===== config.mk =====
export PLATFORM = sky130hd
export DESIGN_NAME = asq_ctrl
export DESIGN_NICKNAME = d
export VERILOG_FILES = /design/src/rtl/asq_pkg.sv /design/src/rtl/asq_trig_if.sv /design/src/rtl/asq_trig_sel.sv /design/src/rtl/asq_ctrl.sv /design/src/rtl/asq_mem.sv
export SDC_FILE = /design/constraint.sdc
export NUM_CORES = 1
export LEC_CHECK = 0
export BUFFER_PORTS_ARGS = -buffer_cell sky130_fd_sc_hd__buf_2
export CORE_ASPECT_RATIO = 1.2
export CORE_MARGIN = 2
export CORE_UTILIZATION = 49
export DETAILED_ROUTE_END_ITERATION = 12
export PLACE_DENSITY = 0.69
export SYNTH_ARGS = -nofsm -noshare
export SYNTH_HDL_FRONTEND = slang
export SYNTH_HIERARCHICAL = 1
export SYNTH_SLANG_ARGS = --single-unit

===== constraint.sdc =====
create_clock -name core_clk -period 3.4 [get_ports core_clk]
set_input_delay 0.51 -clock core_clk [delete_from_list [all_inputs] [get_ports core_clk]]
set_output_delay 0.51 -clock core_clk [all_outputs]
set_load 0.02 [all_outputs]

===== src/rtl/asq_pkg.sv =====
package asq_pkg;
    localparam int          NUM_SEQ        = 4;
    localparam int          SEL_W          = 4;
    localparam int          ADDR_W         = 12;
    localparam int          FIFO_DEPTH     = 8;
    localparam int          SAMPLE_W       = 12;
    localparam int          PTR_W          = 3;
    // Register byte offsets
    localparam logic [11:0] OFF_RAW_STATUS = 12'h004;
    localparam logic [11:0] OFF_IRQ_GATE   = 12'h008;
    localparam logic [11:0] OFF_IRQ_STATUS = 12'h00c;
    localparam logic [11:0] OFF_FIFO_FULL  = 12'h010;
    localparam logic [11:0] OFF_TRIG_SEL   = 12'h014;
    // Read answer for an empty register slot
    localparam logic [31:0] RD_ZERO        = 32'h0000_0000;
    localparam logic [1:0]  RESP_OKAY      = 2'b00;
    localparam logic [1:0]  RESP_SLVERR    = 2'b10;
    localparam logic [15:0] TRIG_RESET     = 16'h0000;
    // Trigger selector codes
    localparam logic [3:0]  TRIG_PROC      = 4'h0;
    localparam logic [3:0]  TRIG_COMP0     = 4'h1;
    localparam logic [3:0]  TRIG_PIN       = 4'h4;
    localparam logic [3:0]  TRIG_TIMER     = 4'h5;
    localparam logic [3:0]  TRIG_PWM0      = 4'h6;
    localparam logic [3:0]  TRIG_PWM1      = 4'h7;
    localparam logic [3:0]  TRIG_ALWAYS    = 4'hf;
    typedef enum logic [1:0] {
        ASQ_IDLE = 2'b00,
        ASQ_RESP = 2'b01
    } asq_bus_e;
endpackage


===== src/rtl/asq_trig_if.sv =====
`timescale 1ns/1ps
`default_nettype none
interface asq_trig_if;
    import asq_pkg::*;
    logic [SEL_W-1:0] code;
    logic             comp0;
    logic             pin;
    logic             timer;
    logic             pwm0;
    logic             pwm1;
    logic             proc_go;
    logic             start;
    modport ctl (output code, comp0, pin, timer, pwm0, pwm1, proc_go, input start);
    modport sel (input code, comp0, pin, timer, pwm0, pwm1, proc_go, output start);
endinterface
`default_nettype wire


===== src/rtl/asq_trig_sel.sv =====
`timescale 1ns/1ps
`default_nettype none
module asq_trig_sel
(
    input  wire logic core_clk,
    input  wire logic rst,
    asq_trig_if.sel   t
);
    import asq_pkg::*;
    typedef struct packed { logic start; } asq_sel_s;
    asq_sel_s st;
    asq_sel_s next_st;
    // -------------------------------------------------
    // Code table, one copy per sequencer
    // -------------------------------------------------
    always_comb
    begin
        next_st = st;
        case (t.code)
            TRIG_PROC:   next_st.start = t.proc_go;
            TRIG_COMP0:  next_st.start = t.comp0;
            TRIG_PIN:    next_st.start = t.pin;
            TRIG_TIMER:  next_st.start = t.timer;
            TRIG_PWM0:   next_st.start = t.pwm0;
            TRIG_PWM1:   next_st.start = t.pwm1;
            TRIG_ALWAYS: next_st.start = 1'b1;
            default:     next_st.start = 1'b0; // Reserved codes never start
        endcase
    end
    always_ff @(posedge core_clk)
    begin
        if (rst)
            st <= '0;
        else
            st <= next_st;
    end
    assign t.start = st.start;
endmodule
`default_nettype wire


===== src/rtl/asq_ctrl.sv =====
`timescale 1ns/1ps
`default_nettype none
// How it works
// Status read is raw flag AND gate
// Writing one clears status and raw flag
// Clear works even when gated bit zero
// Gated status drives level interrupt line
// Write into full FIFO sets overflow flag
// Overflowing sample dropped, FIFO unchanged
// Overflow flag stays until one written there
// Four 4-bit selectors, bits 15:0
// Selector code table, zero is processor
// All selectors share one code table
// Each sequencer follows its own selector
// Raw flag set on flagged step completion
// Gate off hides flag from interrupt line
// Zero writes and reserved bits no effect
module asq_ctrl
(
    input  wire logic                                  core_clk,
    input  wire logic                                  rst,
    input  wire logic [asq_pkg::ADDR_W-1:0]            s_axi_awaddr,
    input  wire logic                                  s_axi_awvalid,
    output logic                                       s_axi_awready,
    input  wire logic [31:0]                           s_axi_wdata,
    input  wire logic [3:0]                            s_axi_wstrb,
    input  wire logic                                  s_axi_wvalid,
    output logic                                       s_axi_wready,
    output logic [1:0]                                 s_axi_bresp,
    output logic                                       s_axi_bvalid,
    input  wire logic                                  s_axi_bready,
    input  wire logic [asq_pkg::ADDR_W-1:0]            s_axi_araddr,
    input  wire logic                                  s_axi_arvalid,
    output logic                                       s_axi_arready,
    output logic [31:0]                                s_axi_rdata,
    output logic [1:0]                                 s_axi_rresp,
    output logic                                       s_axi_rvalid,
    input  wire logic                                  s_axi_rready,
    input  wire logic [asq_pkg::NUM_SEQ-1:0]           sample_done,
    input  wire logic [asq_pkg::NUM_SEQ-1:0]           step_irq_request,
    input  wire logic [asq_pkg::NUM_SEQ*asq_pkg::SAMPLE_W-1:0] sample_data,
    input  wire logic [asq_pkg::NUM_SEQ-1:0]           fifo_pop,
    input  wire logic [asq_pkg::NUM_SEQ-1:0]           trig_comp0,
    input  wire logic [asq_pkg::NUM_SEQ-1:0]           trig_pin,
    input  wire logic [asq_pkg::NUM_SEQ-1:0]           trig_timer,
    input  wire logic [asq_pkg::NUM_SEQ-1:0]           trig_pwm0,
    input  wire logic [asq_pkg::NUM_SEQ-1:0]           trig_pwm1,
    input  wire logic [asq_pkg::NUM_SEQ-1:0]           trig_proc,
    output logic [asq_pkg::NUM_SEQ-1:0]                seq_start,
    output logic [asq_pkg::NUM_SEQ-1:0]                seq_irq,
    output logic                                       irq,
    output logic [asq_pkg::NUM_SEQ*asq_pkg::SAMPLE_W-1:0] fifo_head,
    output logic [asq_pkg::NUM_SEQ-1:0]                fifo_full,
    output logic [asq_pkg::NUM_SEQ-1:0]                fifo_empty
);
    import asq_pkg::*;

    typedef logic [PTR_W:0] asq_cnt_t;
    typedef struct packed {
        asq_bus_e              wst;
        asq_bus_e              rst_st;
        logic [ADDR_W-1:0]     awaddr;
        logic                  aw_got;
        logic [31:0]           wdata;
        logic [3:0]            wstrb;
        logic                  w_got;
        logic [1:0]            bresp;
        logic [31:0]           rdata;
        logic [1:0]            rresp;
        logic [NUM_SEQ-1:0]    raw_seq_flag;
        logic [NUM_SEQ-1:0]    irq_gate_reg;
        logic [NUM_SEQ-1:0]    fifo_full_drop_flag;
        logic [NUM_SEQ*SEL_W-1:0] trigger_code_field;
        logic [NUM_SEQ-1:0]    seq_irq;
        logic                  irq;
        logic [NUM_SEQ-1:0]    full;
        logic [NUM_SEQ-1:0]    empty;
        logic                  awready;
        logic                  wready;
        logic                  bvalid;
        logic                  arready;
        logic                  rvalid;
    } asq_ctrl_s;

    asq_ctrl_s st;
    asq_ctrl_s next_st;

    asq_cnt_t [NUM_SEQ-1:0]    fcnt;
    asq_cnt_t [NUM_SEQ-1:0]    next_fcnt;
    logic [PTR_W-1:0]          wptr [NUM_SEQ];
    logic [PTR_W-1:0]          rptr [NUM_SEQ];
    logic [PTR_W-1:0]          next_wptr [NUM_SEQ];
    logic [PTR_W-1:0]          next_rptr [NUM_SEQ];
    logic [NUM_SEQ-1:0]        push_ok;
    logic [NUM_SEQ-1:0]        pop_ok;
    logic [NUM_SEQ-1:0]        starts;

    // -------------------------------------------------
    // Per-sequencer trigger selectors and result FIFOs
    // -------------------------------------------------
    genvar g;
    generate
        for (g = 0; g < NUM_SEQ; g++)
        begin : gen_seq
            asq_trig_if ti ();
            assign ti.code    = st.trigger_code_field[g*SEL_W +: SEL_W];
            assign ti.comp0   = trig_comp0[g];
            assign ti.pin     = trig_pin[g];
            assign ti.timer   = trig_timer[g];
            assign ti.pwm0    = trig_pwm0[g];
            assign ti.pwm1    = trig_pwm1[g];
            assign ti.proc_go = trig_proc[g];
            assign starts[g]  = ti.start;
            asq_trig_sel u_sel (
                .core_clk (core_clk),
                .rst      (rst),
                .t        (ti)
            );
            // Full sample discarded here, memory and pointers untouched
            assign push_ok[g] = sample_done[g] && !st.full[g];
            assign pop_ok[g]  = fifo_pop[g] && !st.empty[g];
            asq_mem #(.W(SAMPLE_W), .DEPTH(FIFO_DEPTH), .AW(PTR_W)) u_mem (
                .core_clk (core_clk),
                .we       (push_ok[g]),
                .waddr    (wptr[g]),
                .wdata    (sample_data[g*SAMPLE_W +: SAMPLE_W]),
                .raddr    (next_rptr[g]),
                .rdata    (fifo_head[g*SAMPLE_W +: SAMPLE_W])
            );
        end
    endgenerate

    always_comb
    begin
        for (int i = 0; i < NUM_SEQ; i++)
        begin
            next_wptr[i] = push_ok[i] ? PTR_W'(wptr[i] + 1'b1) : wptr[i];
            next_rptr[i] = pop_ok[i] ? PTR_W'(rptr[i] + 1'b1) : rptr[i];
            next_fcnt[i] = fcnt[i];
            if (push_ok[i] && !pop_ok[i])
                next_fcnt[i] = asq_cnt_t'(fcnt[i] + 1'b1);
            else if (pop_ok[i] && !push_ok[i])
                next_fcnt[i] = asq_cnt_t'(fcnt[i] - 1'b1);
        end
    end

    always_ff @(posedge core_clk)
    begin
        for (int i = 0; i < NUM_SEQ; i++)
        begin
            if (rst)
            begin
                wptr[i] <= '0;
                rptr[i] <= '0;
                fcnt[i] <= '0;
            end
            else
            begin
                wptr[i] <= next_wptr[i];
                rptr[i] <= next_rptr[i];
                fcnt[i] <= next_fcnt[i];
            end
        end
    end

    // -------------------------------------------------
    // Register bus and flag logic
    // -------------------------------------------------
    logic                 wr_fire;
    logic                 rd_fire;
    logic [NUM_SEQ-1:0]   clr_irq;
    logic [NUM_SEQ-1:0]   clr_ovf;
    logic [NUM_SEQ-1:0]   gated;
    logic [31:0]          rd_val;
    logic                 rd_hit;
    logic                 wr_hit;

    always_comb
    begin
        next_st = st;
        gated   = st.raw_seq_flag & st.irq_gate_reg;
        wr_fire = st.aw_got && st.w_got && (st.wst == ASQ_IDLE);
        rd_fire = s_axi_arvalid && (st.rst_st == ASQ_IDLE);
        clr_irq = '0;
        clr_ovf = '0;
        wr_hit  = 1'b0;
        rd_hit  = 1'b0;
        rd_val  = RD_ZERO;

        if (s_axi_awvalid && st.awready)
        begin
            next_st.aw_got = 1'b1;
            next_st.awaddr = s_axi_awaddr;
        end
        if (s_axi_wvalid && st.wready)
        begin
            next_st.w_got = 1'b1;
            next_st.wdata = s_axi_wdata;
            next_st.wstrb = s_axi_wstrb;
        end

        if (wr_fire)
        begin
            next_st.aw_got = 1'b0;
            next_st.w_got  = 1'b0;
            next_st.wst    = ASQ_RESP;
            // Only the low byte lane carries live bits, the low two lanes for trigger select; upper bits are reserved
            case (st.awaddr)
                OFF_RAW_STATUS: wr_hit = 1'b1;
                OFF_IRQ_GATE:
                begin
                    wr_hit = 1'b1;
                    if (st.wstrb[0])
                        next_st.irq_gate_reg = st.wdata[NUM_SEQ-1:0];
                end
                OFF_IRQ_STATUS:
                begin
                    wr_hit = 1'b1;
                    if (st.wstrb[0])
                        clr_irq = st.wdata[NUM_SEQ-1:0];
                end
                OFF_FIFO_FULL:
                begin
                    wr_hit = 1'b1;
                    if (st.wstrb[0])
                        clr_ovf = st.wdata[NUM_SEQ-1:0];
                end
                OFF_TRIG_SEL:
                begin
                    wr_hit = 1'b1;
                    if (st.wstrb[0])
                        next_st.trigger_code_field[7:0] = st.wdata[7:0];
                    if (st.wstrb[1])
                        next_st.trigger_code_field[15:8] = st.wdata[15:8];
                end
                default: wr_hit = 1'b0;
            endcase
            next_st.bresp = wr_hit ? RESP_OKAY : RESP_SLVERR;
        end
        else if (st.wst == ASQ_RESP && s_axi_bready)
            next_st.wst = ASQ_IDLE;

        if (rd_fire)
        begin
            case (s_axi_araddr)
                OFF_RAW_STATUS: begin rd_hit = 1'b1; rd_val[NUM_SEQ-1:0] = st.raw_seq_flag; end
                OFF_IRQ_GATE:   begin rd_hit = 1'b1; rd_val[NUM_SEQ-1:0] = st.irq_gate_reg; end
                OFF_IRQ_STATUS: begin rd_hit = 1'b1; rd_val[NUM_SEQ-1:0] = gated; end
                OFF_FIFO_FULL:  begin rd_hit = 1'b1; rd_val[NUM_SEQ-1:0] = st.fifo_full_drop_flag; end
                OFF_TRIG_SEL:   begin rd_hit = 1'b1; rd_val[15:0] = st.trigger_code_field; end
                default:        rd_hit = 1'b0;
            endcase
            next_st.rdata  = rd_val;
            next_st.rresp  = rd_hit ? RESP_OKAY : RESP_SLVERR;
            next_st.rst_st = ASQ_RESP;
        end
        else if (st.rst_st == ASQ_RESP && s_axi_rready)
            next_st.rst_st = ASQ_IDLE;

        // Set beats clear so an event in the clearing cycle survives
        next_st.raw_seq_flag = (st.raw_seq_flag & ~clr_irq)
                             | (sample_done & step_irq_request);
        next_st.fifo_full_drop_flag = (st.fifo_full_drop_flag & ~clr_ovf)
                                    | (sample_done & st.full);

        for (int i = 0; i < NUM_SEQ; i++)
        begin
            next_st.full[i]  = (next_fcnt[i] == asq_cnt_t'(FIFO_DEPTH));
            next_st.empty[i] = (next_fcnt[i] == '0);
        end

        // One line per sequencer plus a combined line, all level style
        next_st.seq_irq = next_st.raw_seq_flag & next_st.irq_gate_reg;
        next_st.irq     = |next_st.seq_irq;

        // Handshake outputs registered; no new write is taken while a response waits
        next_st.awready = !next_st.aw_got && (next_st.wst == ASQ_IDLE);
        next_st.wready  = !next_st.w_got && (next_st.wst == ASQ_IDLE);
        next_st.bvalid  = (next_st.wst == ASQ_RESP);
        next_st.arready = (next_st.rst_st == ASQ_IDLE);
        next_st.rvalid  = (next_st.rst_st == ASQ_RESP);
    end

    always_ff @(posedge core_clk)
    begin
        if (rst)
        begin
            st                    <= '0;
            st.empty              <= '1;
            st.awready            <= 1'b1;
            st.wready             <= 1'b1;
            st.arready            <= 1'b1;
            st.trigger_code_field <= TRIG_RESET;
        end
        else
            st <= next_st;
    end

    // -------------------------------------------------
    // Outputs
    // -------------------------------------------------
    logic [NUM_SEQ-1:0] start_q;
    always_ff @(posedge core_clk)
    begin
        if (rst)
            start_q <= '0;
        else
            start_q <= starts;
    end

    assign s_axi_awready = st.awready;
    assign s_axi_wready  = st.wready;
    assign s_axi_bvalid  = st.bvalid;
    assign s_axi_bresp   = st.bresp;
    assign s_axi_arready = st.arready;
    assign s_axi_rvalid  = st.rvalid;
    assign s_axi_rdata   = st.rdata;
    assign s_axi_rresp   = st.rresp;
    assign seq_irq       = st.seq_irq;
    assign irq           = st.irq;
    assign fifo_full     = st.full;
    assign fifo_empty    = st.empty;
    assign seq_start     = start_q;
endmodule
`default_nettype wire


===== src/rtl/asq_mem.sv =====
`timescale 1ns/1ps
`default_nettype none
module asq_mem
#(
    parameter int W     = 12,
    parameter int DEPTH = 8,
    parameter int AW    = 3
)
(
    input  wire logic          core_clk,
    input  wire logic          we,
    input  wire logic [AW-1:0] waddr,
    input  wire logic [W-1:0]  wdata,
    input  wire logic [AW-1:0] raddr,
    output logic [W-1:0]       rdata
);
    logic [W-1:0] mem [DEPTH];
    // Registered read keeps the head word glitch free
    always_ff @(posedge core_clk)
    begin
        if (we)
            mem[waddr] <= wdata;
        rdata <= (we && waddr == raddr) ? wdata : mem[raddr];
    end
endmodule
`default_nettype wire


**Word level (Yosys, flattened, before mapping)**

Memories as Yosys holds them, arrays and structs flattened. A register that Yosys moved wholly into a read port is not among the register bits.
Index checks and enable logic that the tools add are counted.

- Output and inout bits: 106
- Bits in writable memories: 408
- Memories: 6
- Bits of input ports: 151
- Flip-flop bits (word level): 126

Memory list:

| name | words | width | read ports | clocked after memory_dff | wr ports | line | RTL |
|---|---|---|---|---|---|---|---|
| gen_seq[0].u_mem.mem | 8 | 12 | 1 | 1 | 1 | asq_mem.sv:17 | `logic [W-1:0] mem [DEPTH];` |
| gen_seq[1].u_mem.mem | 8 | 12 | 1 | 1 | 1 | asq_mem.sv:17 |  |
| gen_seq[2].u_mem.mem | 8 | 12 | 1 | 1 | 1 | asq_mem.sv:17 |  |
| gen_seq[3].u_mem.mem | 8 | 12 | 1 | 1 | 1 | asq_mem.sv:17 |  |
| rptr | 4 | 3 | 4 | 0 | 4 | asq_ctrl.sv:91 | `logic [PTR_W-1:0] rptr [NUM_SEQ];` |
| wptr | 4 | 3 | 4 | 0 | 4 | asq_ctrl.sv:90 | `logic [PTR_W-1:0] wptr [NUM_SEQ];` |

- Add/sub/neg operators: 16
- Multiplexer cells: 63
- Reduce and logical (&&, ||, !) cells: 60
- Bitwise logic cells: 18
- Eq/ne operators: 42

Operators by type and width:

| operator | count |
|---|---|
| 4-bit by 3-bit == test with 1-bit output, second input constant | 16 |
| 4-bit two-way mux | 16 |
| 3-bit two-way mux | 17 |
| 12-bit by 4-bit == test with 1-bit output, second input constant | 4 |
| 12-bit by 5-bit == test with 1-bit output, second input constant | 4 |
| 4-bit == test, second input constant | 8 |
| 4-bit logical NOT | 8 |
| 1-bit case mux with 7 select lines | 4 |
| 1-bit logical AND | 25 |
| 3-bit by 1-bit adder with 3-bit output, second input constant | 8 |
| 4-bit AND | 6 |
| 12-bit by 3-bit == test with 1-bit output, second input constant | 2 |
| 4-bit case mux with 5 select lines | 1 |
| 1-bit logical NOT | 18 |
| 1-bit two-way mux | 18 |
| 4-bit by 1-bit adder with 4-bit output, second input constant | 4 |
| 4-bit by 1-bit == test with 1-bit output, second input constant | 4 |
| 4-bit by 1-bit subtractor with 4-bit output, second input constant | 4 |
| 12-bit two-way mux | 1 |
| 2-bit two-way mux | 6 |
| 5-bit OR reduction | 2 |
| 2-bit by 1-bit == test with 1-bit output, second input constant | 4 |
| 2-bit logical NOT | 4 |
| 4-bit NOT | 2 |
| 4 further kinds | 13 |

**Longest topological paths before layout**

- Depth after elaboration: 8
- Mapped depth: 7
- Mapped depth without buffers: 6

**Hierarchy**

Netlist, hierarchy kept.

By module, submodules not included:

| module | instances | cells each | area an instance (sq um) |
|---|---|---|---|
| asq_mem | 4 | 155 | 3807.4 |
| asq_ctrl | 1 | 720 | 6293.5 |
| asq_trig_sel | 4 | 14 | 93.8 |

**Worst setup path after synthesis**

Ideal clock, no wire load.

- Path kind: input-to-reg
- Start: input port sample_done[0] (netlist bit)
- End: memory gen_seq[0].u_mem.mem[0][0], enable pin
- Slack: 1227 ps
- Stages on the path: 4
- Arrival: 1777 ps
- Path through: nand2b_1 -> inv_1 -> nand2b_1 -> nor3_1

- Cells in the longest elaborated chain, start to end: 3

RTL lines:

| what | line | RTL |
|---|---|---|
| start, declared | asq_ctrl.sv:39 | `input wire logic [asq_pkg::NUM_SEQ-1:0] sample_done,` |
| 1-bit logical AND | asq_ctrl.sv:120 | `assign push_ok[g] = sample_done[g] && !st.full[g];` |
| net push_ok[0] | asq_ctrl.sv:94 | `logic [NUM_SEQ-1:0] push_ok;` |
| 1-bit two-way mux | asq_mem.sv:21 | `if (we)` |
| 1-bit two-way mux (implied by the code) | asq_mem.sv:22 | `mem[waddr] <= wdata;` |
| end, declared | asq_mem.sv:17 |  |

The timed path passes the listed nets, and every way through them passes these cells.

==> results by group <==
Yosys
  – Largest family of logic cells by synthesized area: multiplexers
  – Share of the synthesized area in compound gates (AO/OA/AOI/OAI): 0.0441
  – Post-synthesis cell type count: 58
  – Main flop type after synthesis: edfxtp_1
  – Simple-Gate Fraction of Synth Area: 0.0803
  – Gate count after technology mapping: 1,396
  – Multiplexer share of the synthesized area: 0.147
  – Synth async-reset ratio: 0
  – Yosys reg bits: 544
  – Number of synthesis warnings: 6
  – Syn avg cell area: 15.7 sq um
  – Synth Area in Adders: 0.00914
  – Post-synth EDFFs: between 300 and 400
  – Post-Synth XOR/XNOR Area: 0.0108
  – Seq/Total Area, Yosys: 0.673
  – Synthesized area: 0.0219 sq mm

Critical path
  – Critical path capture point type: output port
  – Worst Path Class, Setup: reg2out
  – Crit-path slowest cell: mux4_1
  – Critical Path Max Stage Delay: about 0.64 ns
  – WP buf/inv: 2
  – Crit path launch type: flip-flop
  – Worst path required time: approximately 2.9 ns
  – CP arrival: between 2 and 2.5 ns
  – Cell family with most CP delay: multiplexers
  – CP max FO: 24
  – CP Cell Sequence: buf_4, mux4_1, mux2_2, buf_2

Clocking
  – Maximum clock insertion buffer count: 3
  – Clk Latency, worst-skew pair: 0.60 ns
  – Cts bufs inserted: 53
  – Root Driver: clkbuf_16
  – Post-CTS sizing: 0
  – CTS H-tree depth: 2
  – CTS tree: yes
  – Clock tree sinks: 544
  – Post-CTS setup buffers: 0
  – Hold buffer count at CTS: 0
  – CTS clk-pin slew, worst paths: approximately 0.060 ns

Placement
  – GPL Wtd Cong: 0.799
  – IO Port Bufs: 220
  – DP Wirelength: 27,800 um
  – Pre-CTS setup slack: 1.06 ns

Timing
  – RSZ-0062 raised after global routing: no
  – Total negative slack: 0 ns
  – Clk_skew: roughly 0.027 ns
  – Relative slew slack: 0.483
  – Worst-margin pin slew: 0.776 ns
  – Max Transition Viols Final: 0
  – Min Tclk post-route: 2.91 ns
  – Final setup fails: 0
  – Tcrit/Tclk final: 0.855
  – Fmax: between 0.3 and 0.4 GHz
  – Setup ws final: 0.492 ns
  – Final hold viol count: 0

Detailed routing
  – Routed vias: 12,000
  – Residual DRC count: 0
  – First-pass DRT Iterations: 5
  – Number of routed nets with antenna violations: 0
  – Final WL: 42,500 um
  – Initial DRC count: 591
  – Routed WL per cell: 19.0 um
  – Via-per-instance ratio: 5.39

GRT
  – Largest net degree at the start of global routing: 129
  – GRT Overall Usage: 0.183
  – First-pass GRT wire length: between 60,000 and 70,000 um
  – Grt ovf: 0
  – Initial antenna violation count: 5
  – Vias in the first global route: ~12,000

Die
  – # IOs: 257
  – Chip width: 197 um
  – Initial Utilization: 0.498
  – Die area: 0.0464 sq mm
  – CORE AREA: between 0.04 and 0.05 sq mm
  – Die height: approximately 240 um
  – Row cnt: 84

Pwr
  – Final Total Pwr: 16.0 mW
  – Pwr Density: 636 mW/mm^2
  – Leak: 9.18 nW
  – Maximum VDD drop: 0.529 mV

Cells and area
  – Layout cells sized above 1: 0.260
  – Synth-to-Final Area Change: 15.1%
  – Most common cell after layout, fill and taps aside: edfxtp_1
  – Nets@finish: about 1,800
  – Commonest non-fill, non-tap cells in the layout: edfxtp_1, buf_2, dfxtp_1

Job
  – # Max-Cap Violations: 0

Outcome
  – Status: complete, no violations

Worst hold path
  – Hold crit path type: in2reg
## cells in the mapped netlist, types with 8 or more instances
library cell	count	area, sq um
and2_1	19	119
clkbuf_1	26	97.6
a211oi_1	11	82.6
nor2b_1	16	100
nor2_1	106	398
mux4_2	12	270
a21oi_1	59	295
mux4_1	84	2210
mux2_2	48	541
o21ai_0	19	95.1
xnor2_1	19	166
nand3_1	12	60.1
dfxtp_1	160	3200
buf_2	10	50.1
buf_6	12	135
xor2_1	8	70.1
edfxtp_1	384	11500
nand2_1	132	495
nor3_1	21	105
inv_1	22	82.6
ha_1	16	200
nand2b_1	22	138
nor2_2	10	62.6
mux2i_1	20	200
a22oi_2	10	125
buf_4	49	368
o22ai_1	12	75.1
## flip-flops by register name, indices dropped and copies added (netlist names), 4 cells and up, named ones only
register / flops
fcnt: 16
gen_seq.u_sel/t.start: 4
wptr: 12
s_axi_rdata: 16
gen_seq.u_mem/mem: 384
fifo_empty: 4
st: 48
seq_start: 4
fifo_full: 4
seq_irq: 4
rptr: 12
gen_seq.ti.code: 16
## power breakdown
| group | leakage, nW | total [mW] | switching (mW) | internal, mW |
|---|---|---|---|---|
| Combinational | 3.52 | 2.50 | 1.32 | 1.18 |
| Clock | 0.870 | 5.91 | 2.40 | 3.51 |
| Sequential | 4.79 | 7.61 | 0.205 | 7.41 |
| Total | 9.18 | 16.0 | 3.92 | 12.1 |
## per-layer routing
| layer | vias to the layer above | part of all wire | track usage |
|---|---|---|---|
| li1 | 5742 | - | - |
| met1 | 5976 | 0.41 | 0.227 |
| met2 | 250 | 0.52 | 0.324 |
| met3 | 74 | 0.047 | 0.0372 |
| met4 | 2 | 0.023 | 0.0554 |
| met5 | - | 0.00040 | 0 |
## path summary, 6_finish.rpt
check	startpoint	end	slack [ns]	cells after the start
max reg2reg	st[120]	irq	1.30	5
min	s_axi_wdata[0]	st[87]	0.17	3
max	flip-flop	fifo_head[23]	0.49	4
min reg2reg	gen_seq[3].u_sel/t.start	seq_start[3]	0.43	1
## worst register-to-register path, cell delays in order (launching register included)
cell	delay (ns)
dfxtp_1	0.31
nor4_1	0.46
nand3_1	0.37
nor4_1	0.47
o2bb2ai_1	0.14
a41oi_1	0.25
## metrics by stage
| step | util | instance area [sq um] | std cells | hold slack [ns] |
|---|---|---|---|---|
| after floorplan | - | 22000 | 1413 | 0.414 |
| after global placement | 0.533 | 23400 | 2134 | 0.423 |
| after detailed placement | 0.533 | 23400 | 2134 | 0.420 |
| after CTS | 0.574 | 25200 | 2231 | 0.130 |
| after global routing | 0.574 | 25200 | 2235 | 0.147 |
| final | 0.574 | 25200 | 2235 | 0.168 |
## final cells by class
cell class	instances	area, sq um
fill	3395	18700
sequential	544	14700
multi-input combinational	741	6440
timing repair buffer	264	1450
clock buffer	69	1440
tap	559	699
clock inverter	28	337
inverter	26	97.6
antenna	4	10.0
## kinds of logic (layout without fill, tap and decap cells)
group | after synthesis | in the layout
flip-flops | 544 | 544
AND/OR/NAND/NOR | 370 | 370
multiplexers | 164 | 164
AO/OA/AOI/OAI | 146 | 146
buffers and inverters | 128 | 387
XOR/XNOR | 27 | 27
adder cells (fa/ha/maj) | 16 | 16
other | 1 | 22
No activity file was read; power rests on OpenSTA's default activity.
